**src/hdl/sysmgt_pkg.sv**
```systemverilog
package sysmgt_pkg;

   // ==========================================================
   // command field
   localparam int          CODE_W = 12;
   localparam int          ARG_W  = 8;

   // ==========================================================
   // group codes, command bits 11:4
   localparam logic [7:0]  GRP_RESERVED   = 8'h00;
   localparam logic [7:0]  GRP_LEGACY_IN  = 8'h01;
   localparam logic [7:0]  GRP_FLOAT_ERR  = 8'h02;
   localparam logic [7:0]  GRP_CLK_STOP   = 8'h03;
   localparam logic [7:0]  GRP_SHUTDOWN   = 8'h04;
   localparam logic [7:0]  GRP_HALT       = 8'h05;
   localparam logic [7:0]  GRP_STOP_GRANT = 8'h06;
   localparam logic [7:0]  GRP_VF_CHANGE  = 8'h07;
   localparam logic [7:0]  GRP_WB_INVAL   = 8'h08;
   localparam logic [7:0]  GRP_CACHE_INVAL = 8'h09;
   localparam logic [7:0]  GRP_MGMT_ACK   = 8'h0A;
   localparam logic [7:0]  GRP_IRQ        = 8'h0B;
   localparam logic [7:0]  GRP_THROTTLE   = 8'h0C;
   localparam logic [7:0]  GRP_THERMAL    = 8'h0D;
   localparam logic [7:0]  GRP_VWIRE_LO   = 8'h0E;
   localparam logic [7:0]  GRP_VWIRE_HI   = 8'h0F;

   // core groups, command bits 11:7
   localparam logic [4:0]  CORE_MGMT_GRP  = 5'h02;
   localparam logic [4:0]  CORE_PSTATE    = 5'h03;

   localparam logic [11:0] CODE_INT_PENDING   = 12'h0E0;
   localparam logic [11:0] CODE_ARCH_RESERVED = 12'h0E1;
   localparam logic [11:0] CODE_VWIRE_FIRST   = 12'h0E2;

   // ==========================================================
   // field positions
   localparam int          B_NUMERR      = 0;
   localparam int          B_A20         = 1;
   localparam int          B_STOP_REQ    = 0;
   localparam int          B_LEVEL       = 0;
   localparam int          B_HALT_EXIT   = 3;
   localparam int          B_IRQ_ASSERT  = 1;
   localparam int          IRQ_SEL_LSB   = 2;
   localparam int          IRQ_LINES     = 4;
   localparam int          PAC_LSB       = 1;
   localparam int          PAC_W         = 3;
   localparam int          CORE_PAY_W    = 7;

   // ==========================================================
   // reset values
   localparam logic        RST_WIRE      = 1'b0;
   localparam logic [2:0]  RST_PAC       = 3'h0;

   typedef enum logic [4:0] {
      CK_LEGACY_IN, CK_FLOAT_ERR, CK_CLK_STOP, CK_SHUTDOWN, CK_HALT,
      CK_STOP_GRANT, CK_VF_CHANGE, CK_WB_INVAL, CK_CACHE_INVAL, CK_MGMT_ACK,
      CK_IRQ, CK_THROTTLE, CK_THERMAL, CK_INT_PENDING, CK_VWIRE,
      CK_CORE_MGMT, CK_PSTATE, CK_RESERVED
   } cmd_kind_t;

endpackage

```
**src/hdl/sysmgt_decode.sv**
```systemverilog
`timescale 1ns/100ps
module sysmgt_decode (
   input  wire logic [11:0]          code,
   output sysmgt_pkg::cmd_kind_t     kind
);

   // ==========================================================
   // classify one command code
   always_comb begin
      kind = sysmgt_pkg::CK_RESERVED;
      unique case (code[11:4])
         sysmgt_pkg::GRP_LEGACY_IN:  kind = sysmgt_pkg::CK_LEGACY_IN;
         sysmgt_pkg::GRP_FLOAT_ERR:  kind = sysmgt_pkg::CK_FLOAT_ERR;
         sysmgt_pkg::GRP_CLK_STOP:   kind = sysmgt_pkg::CK_CLK_STOP;
         sysmgt_pkg::GRP_SHUTDOWN:   kind = sysmgt_pkg::CK_SHUTDOWN;
         sysmgt_pkg::GRP_HALT:       kind = sysmgt_pkg::CK_HALT;
         sysmgt_pkg::GRP_STOP_GRANT: kind = sysmgt_pkg::CK_STOP_GRANT;
         sysmgt_pkg::GRP_VF_CHANGE:  kind = sysmgt_pkg::CK_VF_CHANGE;
         sysmgt_pkg::GRP_WB_INVAL:   kind = sysmgt_pkg::CK_WB_INVAL;
         sysmgt_pkg::GRP_CACHE_INVAL: kind = sysmgt_pkg::CK_CACHE_INVAL;
         sysmgt_pkg::GRP_MGMT_ACK:   kind = sysmgt_pkg::CK_MGMT_ACK;
         sysmgt_pkg::GRP_IRQ:        kind = sysmgt_pkg::CK_IRQ;
         sysmgt_pkg::GRP_THROTTLE:   kind = sysmgt_pkg::CK_THROTTLE;
         sysmgt_pkg::GRP_THERMAL: begin
            if (code[sysmgt_pkg::B_LEVEL]) kind = sysmgt_pkg::CK_THERMAL;
         end
         sysmgt_pkg::GRP_VWIRE_LO: begin
            if (code == sysmgt_pkg::CODE_INT_PENDING) begin
               kind = sysmgt_pkg::CK_INT_PENDING;
            end else if (code != sysmgt_pkg::CODE_ARCH_RESERVED) begin
               kind = sysmgt_pkg::CK_VWIRE;
            end
         end
         sysmgt_pkg::GRP_VWIRE_HI:   kind = sysmgt_pkg::CK_VWIRE;
         default: begin
            if (code[11:7] == sysmgt_pkg::CORE_MGMT_GRP) kind = sysmgt_pkg::CK_CORE_MGMT;
            if (code[11:7] == sysmgt_pkg::CORE_PSTATE) kind = sysmgt_pkg::CK_PSTATE;
         end
      endcase
   end

endmodule

```
**src/hdl/sysmgt_encode.sv**
```systemverilog
`timescale 1ns/100ps
module sysmgt_encode (
   input  wire sysmgt_pkg::cmd_kind_t kind,
   input  wire logic [7:0]            arg,
   output logic [11:0]                code,
   output logic                       legal
);

   // ==========================================================
   // build a downstream code, reserved and free bits zero
   always_comb begin
      code  = 12'h000;
      legal = 1'b1;
      unique case (kind)
         sysmgt_pkg::CK_FLOAT_ERR:   code = {sysmgt_pkg::GRP_FLOAT_ERR, 3'h0, arg[0]};
         sysmgt_pkg::CK_MGMT_ACK:    code = {sysmgt_pkg::GRP_MGMT_ACK, 3'h0, arg[0]};
         sysmgt_pkg::CK_SHUTDOWN:    code = {sysmgt_pkg::GRP_SHUTDOWN, 4'h0};
         sysmgt_pkg::CK_VF_CHANGE:   code = {sysmgt_pkg::GRP_VF_CHANGE, 4'h0};
         sysmgt_pkg::CK_WB_INVAL:    code = {sysmgt_pkg::GRP_WB_INVAL, 4'h0};
         sysmgt_pkg::CK_CACHE_INVAL: code = {sysmgt_pkg::GRP_CACHE_INVAL, 4'h0};
         sysmgt_pkg::CK_HALT:        code = {sysmgt_pkg::GRP_HALT, arg[0], 3'h0};
         sysmgt_pkg::CK_STOP_GRANT:  code = {sysmgt_pkg::GRP_STOP_GRANT, arg[2:0], 1'b0};
         sysmgt_pkg::CK_THROTTLE:    code = {sysmgt_pkg::GRP_THROTTLE, 3'h0, arg[0]};
         sysmgt_pkg::CK_THERMAL:     code = {sysmgt_pkg::GRP_THERMAL, 4'h1};
         sysmgt_pkg::CK_INT_PENDING: code = sysmgt_pkg::CODE_INT_PENDING;
         sysmgt_pkg::CK_VWIRE: begin
            code  = {4'h0, arg};
            legal = code >= sysmgt_pkg::CODE_VWIRE_FIRST;
         end
         sysmgt_pkg::CK_CORE_MGMT:   code = {sysmgt_pkg::CORE_MGMT_GRP, arg[6:0]};
         sysmgt_pkg::CK_PSTATE:      code = {sysmgt_pkg::CORE_PSTATE, arg[6:0]};
         default:                    legal = 1'b0;  // upstream-only or reserved
      endcase
   end

endmodule

```
**src/hdl/sysmgt_host_ctrl.sv**
```systemverilog
`timescale 1ns/100ps
module sysmgt_host_ctrl #(
   parameter int IRQ_CNT_W = 4
) (
   input  wire logic                  ref_clk,
   input  wire logic                  sys_rst,
   input  wire logic                  clk_en,
   input  wire logic                  rx_valid,
   input  wire logic [11:0]           rx_code,
   output logic                       tx_valid,
   output logic [11:0]                tx_code,
   input  wire logic                  tx_ready,
   input  wire logic                  req_valid,
   input  wire sysmgt_pkg::cmd_kind_t req_kind,
   input  wire logic [7:0]            req_arg,
   output logic                       req_ready,
   output logic                       req_reject,
   output logic                       numeric_error_ignore_wire,
   output logic                       address_bit20_mask_wire,
   output logic                       clock_stop_request_wire,
   output logic [2:0]                 power_action_code,
   output logic [3:0]                 legacy_irq_line,
   output logic                       irq_count_error,
   output logic                       vwire_valid,
   output logic [7:0]                 vwire_code,
   output logic                       core_mgmt_valid,
   output logic [6:0]                 core_mgmt_payload,
   output logic                       bad_code
);

   // ==========================================================
   // state
   typedef struct packed {
      logic                                tx_valid;
      logic [11:0]                         tx_code;
      logic                                req_ready;
      logic                                req_reject;
      logic                                numerr;
      logic                                a20;
      logic                                stop_req;
      logic [2:0]                          pac;
      logic                                grant_pend;
      logic [2:0]                          grant_pac;
      logic [3:0][IRQ_CNT_W-1:0]           irq_cnt;
      logic [3:0]                          irq_line;
      logic                                irq_err;
      logic                                vwire_valid;
      logic [7:0]                          vwire_code;
      logic                                core_mgmt_valid;
      logic [6:0]                          core_mgmt;
      logic                                bad_code;
   } state_t;

   state_t                st_q;
   state_t                st_d;
   sysmgt_pkg::cmd_kind_t rx_kind;
   logic [11:0]           req_code;
   logic                  req_legal;
   logic                  tx_free;
   logic                  accept;
   logic [1:0]            irq_sel;

   sysmgt_decode u_decode (
      .code (rx_code),
      .kind (rx_kind)
   );

   sysmgt_encode u_encode (
      .kind  (req_kind),
      .arg   (req_arg),
      .code  (req_code),
      .legal (req_legal)
   );

   assign tx_free = !st_q.tx_valid || tx_ready;
   assign accept  = req_valid && st_q.req_ready;
   assign irq_sel = rx_code[sysmgt_pkg::IRQ_SEL_LSB +: 2];

   // ==========================================================
   // next state
   always_comb begin
      st_d             = st_q;
      st_d.req_reject  = 1'b0;
      st_d.irq_err     = 1'b0;
      st_d.vwire_valid = 1'b0;
      st_d.core_mgmt_valid = 1'b0;
      st_d.bad_code    = 1'b0;

      // downstream slot: grant first, then a user request
      if (tx_free) begin
         st_d.tx_valid = 1'b0;
         if (st_q.grant_pend) begin
            st_d.tx_valid   = 1'b1;
            st_d.tx_code    = {sysmgt_pkg::GRP_STOP_GRANT, st_q.grant_pac, 1'b0};
            st_d.grant_pend = 1'b0;
         end else if (accept && req_legal) begin
            st_d.tx_valid = 1'b1;
            st_d.tx_code  = req_code;
         end else if (accept) begin
            st_d.req_reject = 1'b1;
         end
      end

      // upstream messages; a new stop request after the grant wins
      if (rx_valid) begin
         unique case (rx_kind)
            sysmgt_pkg::CK_LEGACY_IN: begin
               st_d.numerr = rx_code[sysmgt_pkg::B_NUMERR];
               st_d.a20    = rx_code[sysmgt_pkg::B_A20];
            end
            sysmgt_pkg::CK_CLK_STOP: begin
               st_d.stop_req   = rx_code[sysmgt_pkg::B_STOP_REQ];
               st_d.pac        = rx_code[sysmgt_pkg::PAC_LSB +: sysmgt_pkg::PAC_W];
               st_d.grant_pend = rx_code[sysmgt_pkg::B_STOP_REQ];
               st_d.grant_pac  = rx_code[sysmgt_pkg::PAC_LSB +: sysmgt_pkg::PAC_W];
            end
            sysmgt_pkg::CK_IRQ: begin
               if (rx_code[sysmgt_pkg::B_IRQ_ASSERT]) begin
                  if (&st_q.irq_cnt[irq_sel]) st_d.irq_err = 1'b1;
                  else st_d.irq_cnt[irq_sel] = st_q.irq_cnt[irq_sel] + 1'b1;
               end else begin
                  if (st_q.irq_cnt[irq_sel] == '0) st_d.irq_err = 1'b1;
                  else st_d.irq_cnt[irq_sel] = st_q.irq_cnt[irq_sel] - 1'b1;
               end
            end
            sysmgt_pkg::CK_VWIRE: begin
               st_d.vwire_valid = 1'b1;
               st_d.vwire_code  = rx_code[7:0];
            end
            sysmgt_pkg::CK_CORE_MGMT: begin
               st_d.core_mgmt_valid = 1'b1;
               st_d.core_mgmt       = rx_code[sysmgt_pkg::CORE_PAY_W-1:0];
            end
            // reserved, host-origin and upstream core state codes
            default: st_d.bad_code = 1'b1;
         endcase
      end

      for (int i = 0; i < sysmgt_pkg::IRQ_LINES; i++) begin
         st_d.irq_line[i] = st_d.irq_cnt[i] != '0;
      end
      st_d.req_ready = !st_d.tx_valid && !st_d.grant_pend;
   end

   // ==========================================================
   // registers
   always_ff @(posedge ref_clk) begin
      if (sys_rst) begin
         st_q        <= '0;
         st_q.numerr <= sysmgt_pkg::RST_WIRE;
         st_q.a20    <= sysmgt_pkg::RST_WIRE;
         st_q.stop_req <= sysmgt_pkg::RST_WIRE;
         st_q.pac    <= sysmgt_pkg::RST_PAC;
      end else if (clk_en) begin
         st_q <= st_d;
      end
   end

   assign tx_valid                  = st_q.tx_valid;
   assign tx_code                   = st_q.tx_code;
   assign req_ready                 = st_q.req_ready;
   assign req_reject                = st_q.req_reject;
   assign numeric_error_ignore_wire = st_q.numerr;
   assign address_bit20_mask_wire   = st_q.a20;
   assign clock_stop_request_wire   = st_q.stop_req;
   assign power_action_code         = st_q.pac;
   assign legacy_irq_line           = st_q.irq_line;
   assign irq_count_error           = st_q.irq_err;
   assign vwire_valid               = st_q.vwire_valid;
   assign vwire_code                = st_q.vwire_code;
   assign core_mgmt_valid           = st_q.core_mgmt_valid;
   assign core_mgmt_payload         = st_q.core_mgmt;
   assign bad_code                  = st_q.bad_code;
endmodule

```
**config.mk**
```make
export PLATFORM = sky130hd
export DESIGN_NAME = sysmgt_host_ctrl
export DESIGN_NICKNAME = d
export VERILOG_FILES = /design/src/hdl/sysmgt_pkg.sv /design/src/hdl/sysmgt_decode.sv /design/src/hdl/sysmgt_encode.sv /design/src/hdl/sysmgt_host_ctrl.sv
export SDC_FILE = /design/constraint.sdc
export NUM_CORES = 1
export LEC_CHECK = 0
export BUFFER_PORTS_ARGS = -buffer_cell sky130_fd_sc_hd__buf_2
export CAP_MARGIN = 15
export CORE_MARGIN = 4
export CORE_UTILIZATION = 57
export CTS_BUF_LIST = sky130_fd_sc_hd__clkbuf_8 sky130_fd_sc_hd__clkbuf_16
export CTS_CLUSTER_DIAMETER = 120
export CTS_CLUSTER_SIZE = 8
export DETAILED_ROUTE_END_ITERATION = 16
export PLACE_DENSITY = 0.81
export SKIP_LAST_GASP = 1
export SYNTH_ARGS = -nofsm -noshare
export SYNTH_HDL_FRONTEND = slang
export SYNTH_SLANG_ARGS = --single-unit
```
**constraint.sdc**
```tcl
create_clock -name ref_clk -period 3.8 [get_ports ref_clk]
set_clock_uncertainty 0.2 [all_clocks]
set_input_delay 0.57 -clock ref_clk [delete_from_list [all_inputs] [get_ports ref_clk]]
set_output_delay 0.57 -clock ref_clk [all_outputs]
set_load 0.1 [all_outputs]
```
### After elaboration in Yosys (flattened, before gate mapping)

Index checks and enable logic that the tools add are counted.
W data, S select, Z words.

* logic and storage cells: 121
* input bits: 31
* output and inout port bits: 44
* bits in registers: 61

* reduce and logical (&&, ||, !) cells: 23
* equal/unequal tests: 37
* multiplexer cells: 36
* magnitude comparators: 3
* $add $sub $neg: 2

Operators by type and width (count)
* $pmux W9 S14: 1
* $pmux W5 S15: 1
* $eq A8 B4 Y1 const B: 8
* $mux W16: 4
* $eq A5 B4 Y1 const B: 10
* $mux W13: 3
* $bwmux W16: 2
* $eq A8 B3 Y1 const B: 4
* $mux W5: 5
* $eq A5 B2 Y1 const B: 4
* $eq A5 B3 Y1 const B: 4
* $mux W20: 1
* $mux W19: 1
* $eq A8 B2 Y1 const B: 2
* $reduce_bool A4 Y1: 4
* $reduce_and A3 Y1: 5
* $reduce_or A13 Y1: 1
* $eq A12 B8 Y1 const B: 1
* $mux W4: 3
* $ne A12 B8 Y1 const B: 1
* $mux W1: 10
* $mux W9: 1
* $bmux W4 S2: 1
* $demux W4 S2: 1
* 18 further kinds: 23

### Longest topological paths before layout

Gate-level depths: netlist of run 1.

* word-level depth: 11
* mapped depth: 11
* depth with buffers taken out: 9

### Hierarchy

A second synthesis of run 1 with hierarchy kept.

* cell total of the unflattened synthesis: 540
* area, all modules: 4290.4 sq um

Modules (own cells, without submodules)
* sysmgt_host_ctrl: seq. area each 1221.2 sq um, cells an instance 444, instances 1, area an instance 3634.7 sq um
* sysmgt_encode: seq. area each 0.0 sq um, cells an instance 56, instances 1, area an instance 382.9 sq um
* sysmgt_decode: seq. area each 0.0 sq um, cells an instance 40, instances 1, area an instance 272.8 sq um

### Worst setup path before layout of run 1

No wires, ideal clock.

* path kind: input to register
* from: in rx_code[2]
* to: reg st_q, in the netlist legacy_irq_line[3]
* required time: 3473 ps
* path slack: 713 ps
* stages on the path: 10
* arrival time: 2760 ps
* library setup time: 127 ps
* buffers on the path: 2
* cells stage by stage: buf_6 mux4_2 inv_1 ha_1 clkbuf_1 or3b_1 and4_1 a311oi_1 nor2b_1 a31oi_1

* longest elaborated chain between the ends: 10
* elaborated cells between the ends (all ways): 25
* those cells by class: 2 x add/sub; 2 x order compare; 3 x eq/ne; 14 x mux; 4 x reduce/logical

RTL lines
* from (decl): line sysmgt_host_ctrl.sv:9 `input wire logic [11:0] rx_code,`
* parallel branches: the longest is 7 deep, another holds $sub A4 B1 Y4
* $mux W16 *: line sysmgt_host_ctrl.sv:106 `unique case (rx_kind)`
* $mux W20 *: line sysmgt_host_ctrl.sv:105 `if (rx_valid) begin`
* $reduce_bool A4 Y1 *: line sysmgt_host_ctrl.sv:140 `st_d.irq_line[i] = st_d.irq_cnt[i] != '0;`
* to (signal assigned): line sysmgt_host_ctrl.sv:155 `st_q <= st_d;`
* to (decl): line sysmgt_host_ctrl.sv:54 `state_t st_q;`

Mark *: on every way between the ends. The select of a mux whose other input is x is not followed.
A chain may end at the register's enable or synchronous reset.

### Worst setup path after layout of run 1

Same ends and word-level chain as after synthesis.

==> out/results.env, run 1 <==
OUTCOME='complete, no violations'
DIEHEIGHT_UM=93.1
TIMING_WORST_SLEW_PIN_VALUE_NS=0.981
SYNTH_LARGEST_TYPE_AREA_FRACTION_PCT=28.2
ROWS=30
DIE_W_UM=93.1
WORSTHOLDPATHTYPE='reg2reg'
CTS_TREE='done'
DP_CELLS=646
ROUTED_WIRE_LENGTH_PER_INSTANCE_UM=16.9
DIE_AREA_SQ_UM=8660
ROOT_BUFFER='clkbuf_8'
GRT_PASS1_WL_UM=18300
DETAIL_ROUTE.VIAS_PER_CELL=6.33
CTS-HTREE-LEVELS=3
ANTENNA_VIOLATIONS_BEFORE_REPAIR=0
CLKSINKCOUNT=58
SYNTH_ASYNC_SR_FLOP_SHARE_PCT=0
DP_WORST_SETUP_SLACK_NS=0.500
SYNTH_ENABLE_FLOP_CELLS=0
CP-START-KIND='primary input'
CRITICAL_PATH.CELL_CHAIN='buf_2, mux4_2, inv_1, ha_1, or3b_1, and4_1, a311oi_1, nor2b_1, a31oi_1'
FINAL_COMMON_CELL='buf_2'
FINALHOLDVIOLATIONS=0
POST_ROUTE_FRACTION_OF_THE_PERIOD_CONSUMED_BY_THE_CRITICAL_PATH_PCT=78.3
SYNTHCELLS=542
WORSTPATHREQUIRED_NS=3.83
CTS_BUFFER_DEPTH=2
LAYOUT-DRIVE-GT1-SHARE_PCT=21.6
PIN_COUNT_OF_THE_BIGGEST_NET_ENTERING_GLOBAL_ROUTING=55
GP_CONGESTION=0.996
PLACEMENT.IO_BUFFERS=71
POSTCTSHOLDBUFS=0
NUMBER_OF_GLOBAL_ROUTE_VIAS_BEFORE_REPAIR=3694
MOST-COMMON-LAYOUT-CELLS='71 x buf_2, 58 x dfxtp_1, 50 x a21oi_1'
CRITICAL_PATH_BUF_INV_COUNT=2
CTS.REPAIR_TIMING.SETUP_BUFFER_COUNT=0
TIMING.SETUP.TNS_NS=0
RSZ0062_AT_GRT='no'
DIODES=0
FMAX_MHz=336
COREAREA_SQ_UM=6910
CTS_MADE_BUFFERS=9
POSTLAYOUTSETUPSLACKWORST_NS=0.825
YOSYS_MOST_USED_DFF='dfxtp_1'
CP_SLOWEST_CELL='mux4_2'
YS_SEQ_ELEMENTS=58
NNETSFINAL=594
POWER_PER_CELL_AREA_nW_PER_UM2=357
SEQ_AREA_FRAC_SYNTH_PCT=28.2
LAYOUT_MIN_CYCLE_TIME_NS=2.98
DRC=0
INITIAL_DRC_COUNT=424
SYN_TO_FINAL_GROWTH_PCT=8.53
MAX-CAP-VIOLATIONS=0
IO-PIN-COUNT=75
RRSETUPSLACK_NS=0.88
MAX-SLEW-MARGIN-REL_PCT=34.6
TIMING.SETUP.CRITICAL_PATH_CLASS='in2reg'
DP.FINAL_HPWL_UM=7990
BIGGEST_FANOUT_ALONG_THE_WORST_TIMING_PATH=10
NUMBER_OF_WARNING_MESSAGES_IN_THE_YOSYS_LOG=0
DRT_PRE_ANTENNA_ITERS=5
POST-SYNTH-TOP-AREA-CELL='dfxtp_1'
TIMING.CRITICAL_PATH.ARRIVAL_NS=3.00
FINISH.CELL_COUNT_WITHOUT_FILLERS=662
LEAKAGE_nW=1.72
FINAL_WIRELENGTH_UM=11200
POSTLAYOUTCELLAREA_SQ_UM=4480
GLOBALROUTETOTALUTIL_PCT=25.9
SLOWEST_STAGE_DELAY_CP_NS=0.57
MAPPEDNETLISTAREA_SQ_UM=4120
CLK-INSERTION-DELAY-LATE_NS=0.34
YS_TOP_CELLS_BY_AREA='dfxtp_1 28%, buf_4 6.2%, a21oi_1 6.1%, o21ai_0 5.3%, nor2_1 4.5%'
PATH_DELAY_FAMILY='simple AND/OR/NAND/NOR gates'
SETUP_VIOL_COUNT_FINAL=0
PLACED_CELL_AREA_SQ_UM=4250
GLOBALROUTE.TOTALOVERFLOW=0
CRITICAL_PATH.ENDPOINT_TYPE='flip-flop'
POWER.IR.VDD_WORST_mV=0.262
SYNTHESIS.AREA_PER_INSTANCE_SQ_UM=7.61
ANTENNA_NETS_POST_ROUTE=0
REPORT.FINAL.SLEW_VIOL_COUNT=0
CLK_PIN_SLEW_WORST_PATHS_NS=0.08
YOSYS.CELL_TYPES.COUNT=79
ROUTED-VIA-COUNT=4190
INITIAL_CORE_UTIL_PCT=59.7
CTS_RESIZED=0
sequential cells by signal, summed over array words and instances, names as in the netlist, 4 cells and up:
name / cells
legacy_irq_line: 4
tx_code: 9
vwire_code: 8
core_mgmt_payload: 7
st_q: 20
logic make-up (layout without fill, tap and decap cells):
group / count (synthesis) / after routing / synth area share (%)
XOR/XNOR: 6 / 6 / 1.27
buffers and inverters: 91 / 113 / 12.0
AND/OR/NAND/NOR: 190 / 190 / 24.3
AO/OA/AOI/OAI: 182 / 182 / 29.3
flip-flops: 58 / 58 / 28.2
other: 1 / 3 / 0.0909
multiplexers: 12 / 12 / 4.25
adder cells (fa/ha/maj): 2 / 2 / 0.607
area by class of cell:
type                            instances  area, sq um
Clock buffer                            9          124
Clock inverter                          7          100
Fill cell                             642         2430
Inverter                               15         56.3
Multi-Input combinational cell        395         2480
Sequential cell                        58         1160
Tap cell                               96          120
Timing Repair Buffer                   82          438
metal layers:
| layer | track usage [%] | wire (um) | vias to the layer above |
|---|---|---|---|
| met1 | 36.8 | 4910 | 1917 |
| met2 | 39.5 | 4990 | 243 |
| met4 | 6.35 | 114 | 0 |
| li1 | - | - | 2011 |
| met5 | 0 | 0 | - |
| met3 | 6.36 | 1200 | 19 |
Yosys cell counts (all sizes together), types with 11 or more instances:
master / n
a211oi: 19
a21oi: 50
buf: 46
clkbuf: 30
dfxtp: 58
inv: 14
nand2: 33
nand3: 30
nor2: 49
nor3: 13
nor4: 11
o21ai: 44
path summary, 6_finish.rpt:
path	cells past startpoint	end	startpoint
worst max-delay path	9	legacy_irq_line[3]	rx_code[2]
worst min-delay path	2	vwire_valid	vwire_valid
worst max register to register	8	legacy_irq_line[3]	st_q[32]
worst min register to register	2	vwire_valid	vwire_valid
worst register-to-register path: stages (launching register included):
cell	delay, ns
dfxtp_1	0.39
mux4_2	0.53
inv_1	0.08
ha_1	0.36
or3b_1	0.48
and4_1	0.21
a311oi_1	0.30
nor2b_1	0.17
a31oi_1	0.08
where the power goes:
part,total (W),internal (W),switching (W)
clock network,0.000650,0.000373,0.000277
logic,0.000308,0.0000862,0.000222
registers,0.000639,0.000622,0.0000167
total,0.00160,0.00108,0.000516
through the flow:
step                      power, W  hold slack, ns  utilization, %
after CTS                  0.00160           0.262            64.8
after detailed placement  0.000954           0.252            61.6
after global routing       0.00167           0.287            64.8
after floorplan           0.000894           0.238               -
after global placement    0.000951           0.246            61.6
final                      0.00160           0.261            64.8
(Power assumes the default switching activity.)
==> run 2, diff against run 1 <==
- CORE_UTILIZATION: 57 -> 51
- PLACE_DENSITY: 0.81 -> 0.77
- clock period: 3.8 -> 2.7 ns (I/O delays scaled with it)
==> out/results.env, run 2 (synthesized netlist as in run 1, its figures left out) <==
DP.FINAL_HPWL_UM=9240
CP_SLOWEST_CELL='mux4_2'
DIE_AREA_SQ_UM=9590
WORSTPATHREQUIRED_NS=2.73
PIN_COUNT_OF_THE_BIGGEST_NET_ENTERING_GLOBAL_ROUTING=37
CRIT-REG2REG-CAPTURE='legacy_irq_line[3]'
ANTENNA_VIOLATIONS_BEFORE_REPAIR=0
INITIAL_DRC_COUNT=272
HOLD_START='sys_rst'
SETUP.WORST_PATH.START='st_q[35]'
ROUTED-VIA-COUNT=4459
TIMING_WORST_SLEW_PIN_VALUE_NS=0.664
FINALHOLDVIOLATIONS=0
ROUTED_WIRE_LENGTH_PER_INSTANCE_UM=17.0
FINISH.CELL_COUNT_WITHOUT_FILLERS=720
POWER.IR.VDD_WORST_mV=0.308
MIN_TO='core_mgmt_payload[0]'
POST_ROUTE_FRACTION_OF_THE_PERIOD_CONSUMED_BY_THE_CRITICAL_PATH_PCT=98.3
DRC=0
SLOWEST_STAGE_DELAY_CP_NS=0.55
LEAKAGE_nW=2.00
TIMING.RR.START='st_q[35]'
CTS_TREE='done'
POSTCTSHOLDBUFS=0
NUMBER_OF_GLOBAL_ROUTE_VIAS_BEFORE_REPAIR=4151
R2R.WORST_PATH.CELLS=8
MAX-SLEW-MARGIN-REL_PCT=55.2
MAX-CAP-VIOLATIONS=0
IO-PIN-COUNT=75
CTS.REPAIR_TIMING.SETUP_BUFFER_COUNT=0
CTS_BUFFER_DEPTH=2
LAYOUT-DRIVE-GT1-SHARE_PCT=29.0
FINAL_WIRELENGTH_UM=12200
GRT_PASS1_WL_UM=20300
RSZ0062_AT_GRT='yes'
GLOBALROUTE.TOTALOVERFLOW=0
CTS_MADE_BUFFERS=9
ANTENNA_NETS_POST_ROUTE=0
CRITICAL_PATH_BUF_INV_COUNT=1
DIODES=0
CRITICAL_PATH.CELL_CHAIN='mux4_2, inv_2, ha_4, or3b_4, and4_1, a311oi_1, nor2b_1, a31oi_1'
REPORT.FINAL.SLEW_VIOL_COUNT=0
CTS_RESIZED=0
COREAREA_SQ_UM=7810
ROWS=32
POWER_PER_CELL_AREA_nW_PER_UM2=489
RRSETUPSLACK_NS=0.04
DIE_W_UM=97.9
CLK_PIN_SLEW_WORST_PATHS_NS=0.08
GP_CONGESTION=0.989
DRT_PRE_ANTENNA_ITERS=7
LAYOUT_MIN_CYCLE_TIME_NS=2.66
WORSTHOLDPATHTYPE='in2reg'
CRITICAL_PATH.ENDPOINT_TYPE='flip-flop'
DP_WORST_SETUP_SLACK_NS=-0.257
CP-START-KIND='flip-flop'
SYN_TO_FINAL_GROWTH_PCT=19.5
PLACEMENT.IO_BUFFERS=71
FMAX_MHz=377
TIMING.SETUP.TNS_NS=0
TIMING.CRITICAL_PATH.ARRIVAL_NS=2.69
INITIAL_CORE_UTIL_PCT=52.8
PATH_DELAY_FAMILY='simple AND/OR/NAND/NOR gates'
CLKSINKCOUNT=58
DP_CELLS=704
CLK-INSERTION-DELAY-LATE_NS=0.35
LARGEST_REGISTER_FFS=20
GLOBALROUTETOTALUTIL_PCT=25.5
ROOT_BUFFER='clkbuf_8'
BIGGEST_FANOUT_ALONG_THE_WORST_TIMING_PATH=6
SETUP_VIOL_COUNT_FINAL=0
LARGEST-REGISTER='st_q'
CTS-HTREE-LEVELS=3
MOST-COMMON-LAYOUT-CELLS='71 x buf_2, 62 x buf_4, 58 x dfxtp_1'
NNETSFINAL=646
TIMING.SETUP.CRITICAL_PATH_CLASS='reg2reg'
OUTCOME='complete, no violations'
POSTLAYOUTSETUPSLACKWORST_NS=0.0448
DIEHEIGHT_UM=97.9
FINAL_COMMON_CELL='buf_2'
DETAIL_ROUTE.VIAS_PER_CELL=6.19
HOLD-PATH-CELL-COUNT=2
[run 2: how the worst max path moves through the flow]
stage | endpoint | slack [ns] | cells after the start
after floorplan | legacy_irq_line[3] | -0.02 | 10
after global placement | legacy_irq_line[3] | -0.18 | 9
after detailed placement | legacy_irq_line[3] | -0.26 | 9
after CTS | legacy_irq_line[3] | 0.08 | 8
after global routing | legacy_irq_line[2] | -0.06 | 8
final | legacy_irq_line[3] | 0.04 | 8
[run 2: layout make-up]
cell class | instances | area [sq um]
Tap cell | 102 | 128
Sequential cell | 58 | 1160
Clock buffer | 9 | 124
Inverter | 15 | 56.3
Timing Repair Buffer | 134 | 841
Clock inverter | 7 | 124
Fill cell | 720 | 2880
Multi-Input combinational cell | 395 | 2500
[run 2: routing by layer]
| layer | global-route usage (%) | vias up | share of wire [%] | wire (um) |
|---|---|---|---|---|
| li1 | - | 2117 | - | - |
| met3 | 5.43 | 46 | 9.1 | 1120 |
| met2 | 39.4 | 244 | 45 | 5530 |
| met1 | 34.7 | 2052 | 43 | 5220 |
| met5 | 0 | - | 0 | 0 |
| met4 | 10.2 | 0 | 2.9 | 357 |
[run 2: stage by stage]
step / util (%) / hold WS [ns] / cell area, sq um / total power [W]
finish: 63.1 / 0.181 / 4930 / 0.00241
global route: 63.1 / 0.191 / 4930 / 0.00251
CTS: 63.1 / 0.172 / 4930 / 0.00241
detailed placement: 60.0 / 0.262 / 4680 / 0.00141
global placement: 60.0 / 0.249 / 4680 / 0.00140
floorplan: - / 0.238 / 4170 / 0.00127
[run 2: where the power goes]
part           internal, W  total [W]  switching, W
clock network     0.000620    0.00101      0.000392
logic             0.000172   0.000505      0.000333
registers         0.000876   0.000894     0.0000178
==> run 3, diff against run 2 <==
- CORE_ASPECT_RATIO: unset -> 0.7
==> out/results.env, run 3 (synthesized netlist as in run 1, its figures left out) <==
TIMING.CRITICAL_PATH.ARRIVAL_NS=2.61
LARGEST-REGISTER='st_q'
SYN_TO_FINAL_GROWTH_PCT=23.0
SWITCHING_SHARE_PCT=31.4
CRITICAL_PATH.CELL_CHAIN='buf_2, or4b_2, a21oi_1, a221o_1, a21oi_1, a2111oi_0, buf_4, nor3_1'
DRC=0
SLOWEST_STAGE_DELAY_CP_NS=0.69
CLKSINKCOUNT=58
NUMBER_OF_GLOBAL_ROUTE_VIAS_BEFORE_REPAIR=4144
COMBPWRFRAC_PCT=21.0
MAX-SLEW-MARGIN-REL_PCT=54.5
CLK-INSERTION-DELAY-LATE_NS=0.33
MOST-COMMON-LAYOUT-CELLS='71 x buf_2, 71 x buf_4, 52 x dfxtp_1'
LAYOUT_MIN_CYCLE_TIME_NS=2.62
ROUTED-VIA-COUNT=4550
FINALHOLDVIOLATIONS=0
INITIAL_CORE_UTIL_PCT=52.4
COREAREA_SQ_UM=7870
ANTENNA_NETS_POST_ROUTE=0
LARGEST_REGISTER_FFS=20
ROUTED_WIRE_LENGTH_PER_INSTANCE_UM=17.4
P_SW_W=0.000780
DIE_W_UM=115
PWR-SHARE-CLK_PCT=42.9
GRT_PASS1_WL_UM=20500
FMAX_MHz=382
NNETSFINAL=656
RSZ0062_AT_GRT='yes'
DIODES=0
OUTCOME='complete, no violations'
POST_ROUTE_FRACTION_OF_THE_PERIOD_CONSUMED_BY_THE_CRITICAL_PATH_PCT=96.9
TIMING.SETUP.CRITICAL_PATH_CLASS='in2reg'
CRITICAL_PATH.ENDPOINT_TYPE='flip-flop'
REPORT.FINAL.SLEW_VIOL_COUNT=0
TIMING_WORST_SLEW_PIN_VALUE_NS=0.665
GLOBALROUTE.TOTALOVERFLOW=0
ANTENNA_VIOLATIONS_BEFORE_REPAIR=0
TOTALPOWERFINAL_W=0.00248
DP.FINAL_HPWL_UM=9300
POWER_PER_CELL_AREA_nW_PER_UM2=489
PIN_COUNT_OF_THE_BIGGEST_NET_ENTERING_GLOBAL_ROUTING=31
LAYOUT-DRIVE-GT1-SHARE_PCT=31.2
CP-START-KIND='primary input'
CLK_PIN_SLEW_WORST_PATHS_NS=0.06
GLOBALROUTETOTALUTIL_PCT=26.4
UTILIZATION_PCT=64.4
CTS_BUFFER_DEPTH=2
DIEHEIGHT_UM=83.2
POWER.IR.VDD_WORST_mV=0.491
INITIAL_DRC_COUNT=539
CP_SLOWEST_CELL='or4b_2'
LEAKAGE_nW=2.08
GP_CONGESTION=0.910
WORST_HOLD_SLACK_NS=0.234
DRT_PRE_ANTENNA_ITERS=5
PLACEMENT.IO_BUFFERS=71
MAX-CAP-VIOLATIONS=0
IO-PIN-COUNT=75
ROWS=27
CTS_TREE='done'
WORSTHOLDPATHTYPE='in2reg'
WORSTPATHREQUIRED_NS=2.69
DIE_AREA_SQ_UM=9610
FINAL_WIRELENGTH_UM=12700
POSTCTSHOLDBUFS=0
ROOT_BUFFER='clkbuf_16'
CP_COMMON_CELL='a21oi_1'
CTS_MADE_BUFFERS=9
DP_WORST_SETUP_SLACK_NS=-0.222
TIMING.RR.START='st_q[36]'
DETAIL_ROUTE.VIAS_PER_CELL=6.24
DP_CELLS=709
SETUP_VIOL_COUNT_FINAL=0
FINISH.CELL_COUNT_WITHOUT_FILLERS=729
POSTLAYOUTSETUPSLACKWORST_NS=0.0830
SEQ_POWER_SHARE_PCT=36.1
P_INT_W=0.00170
HOLD_START='rx_code[6]'
CTS-HTREE-LEVELS=3
BIGGEST_FANOUT_ALONG_THE_WORST_TIMING_PATH=3
SETUP.WORST_PATH.START='req_kind[0]'
==> run 3: changes by cell type in the layout (fill, tap and decap cells not counted), moves of 2 or more <==
cell / previous run / this run
dfxtp_1: 58 / 52
clkinv_2: 0 / 2
inv_6: 2 / 0
buf_4: 62 / 71
bufinv_16: 3 / 0
clkbuf_16: 0 / 9
dfxtp_2: 0 / 5
clkbuf_8: 9 / 1
==> run 3: final timing paths <==
kind                                             end  slack, ns  cells past startpoint
worst max-delay path                      tx_code[1]       0.08                      8
worst min-delay path            core_mgmt_payload[6]       0.23                      3
worst max register to register    legacy_irq_line[2]       0.10                      8
worst min register to register           vwire_valid       0.26                      2
==> run 3: critical path, delay by kind of cell <==
family | cells | cell delay [ns]
compound gates | 4 | 1.16
simple gates | 2 | 0.73
buf+inv | 2 | 0.31
==> run 3: area by class of cell <==
type,instances,area [sq um]
multi-input cells,395,2510
fillers,695,2800
clock buffers,10,239
repair buffers,144,928
clock inverters,6,42.5
flip-flops and latches,58,1170
well taps,101,126
inverters,15,56.3
==> run 3: metal layers <==
layer  global-route usage (%)  routed length (um)
met5                        0                   0
met3                     6.48                1240
met4                     7.89                 264
met1                     37.8                5610
met2                     39.1                5590
==> run 3: what timing repair did <==
action	4_1_cts	5_1_grt
endpoints found under the setup margin	0	5
resized for setup	0	10
setup buffers	0	4
endpoints found under the hold margin	0	0
==> run 3: power by group through the flow <==
stage          combinational, W  sequential, W  clock, W
2_1_floorplan          0.000331       0.000935         0
3_3_place_gp           0.000495       0.000914         0
3_5_place_dp           0.000507       0.000914         0
4_1_cts                0.000510       0.000896   0.00108
5_1_grt                0.000557       0.000897   0.00112
6_report               0.000521       0.000896   0.00106
==> run 3: through the flow <==
stage	cell area, sq um	setup TNS (ns)
after floorplan	4170	-0.0276
after global placement	4740	-1.38
after detailed placement	4740	-2.95
after CTS	5020	0
after global routing	5070	-0.0266
final	5070	0
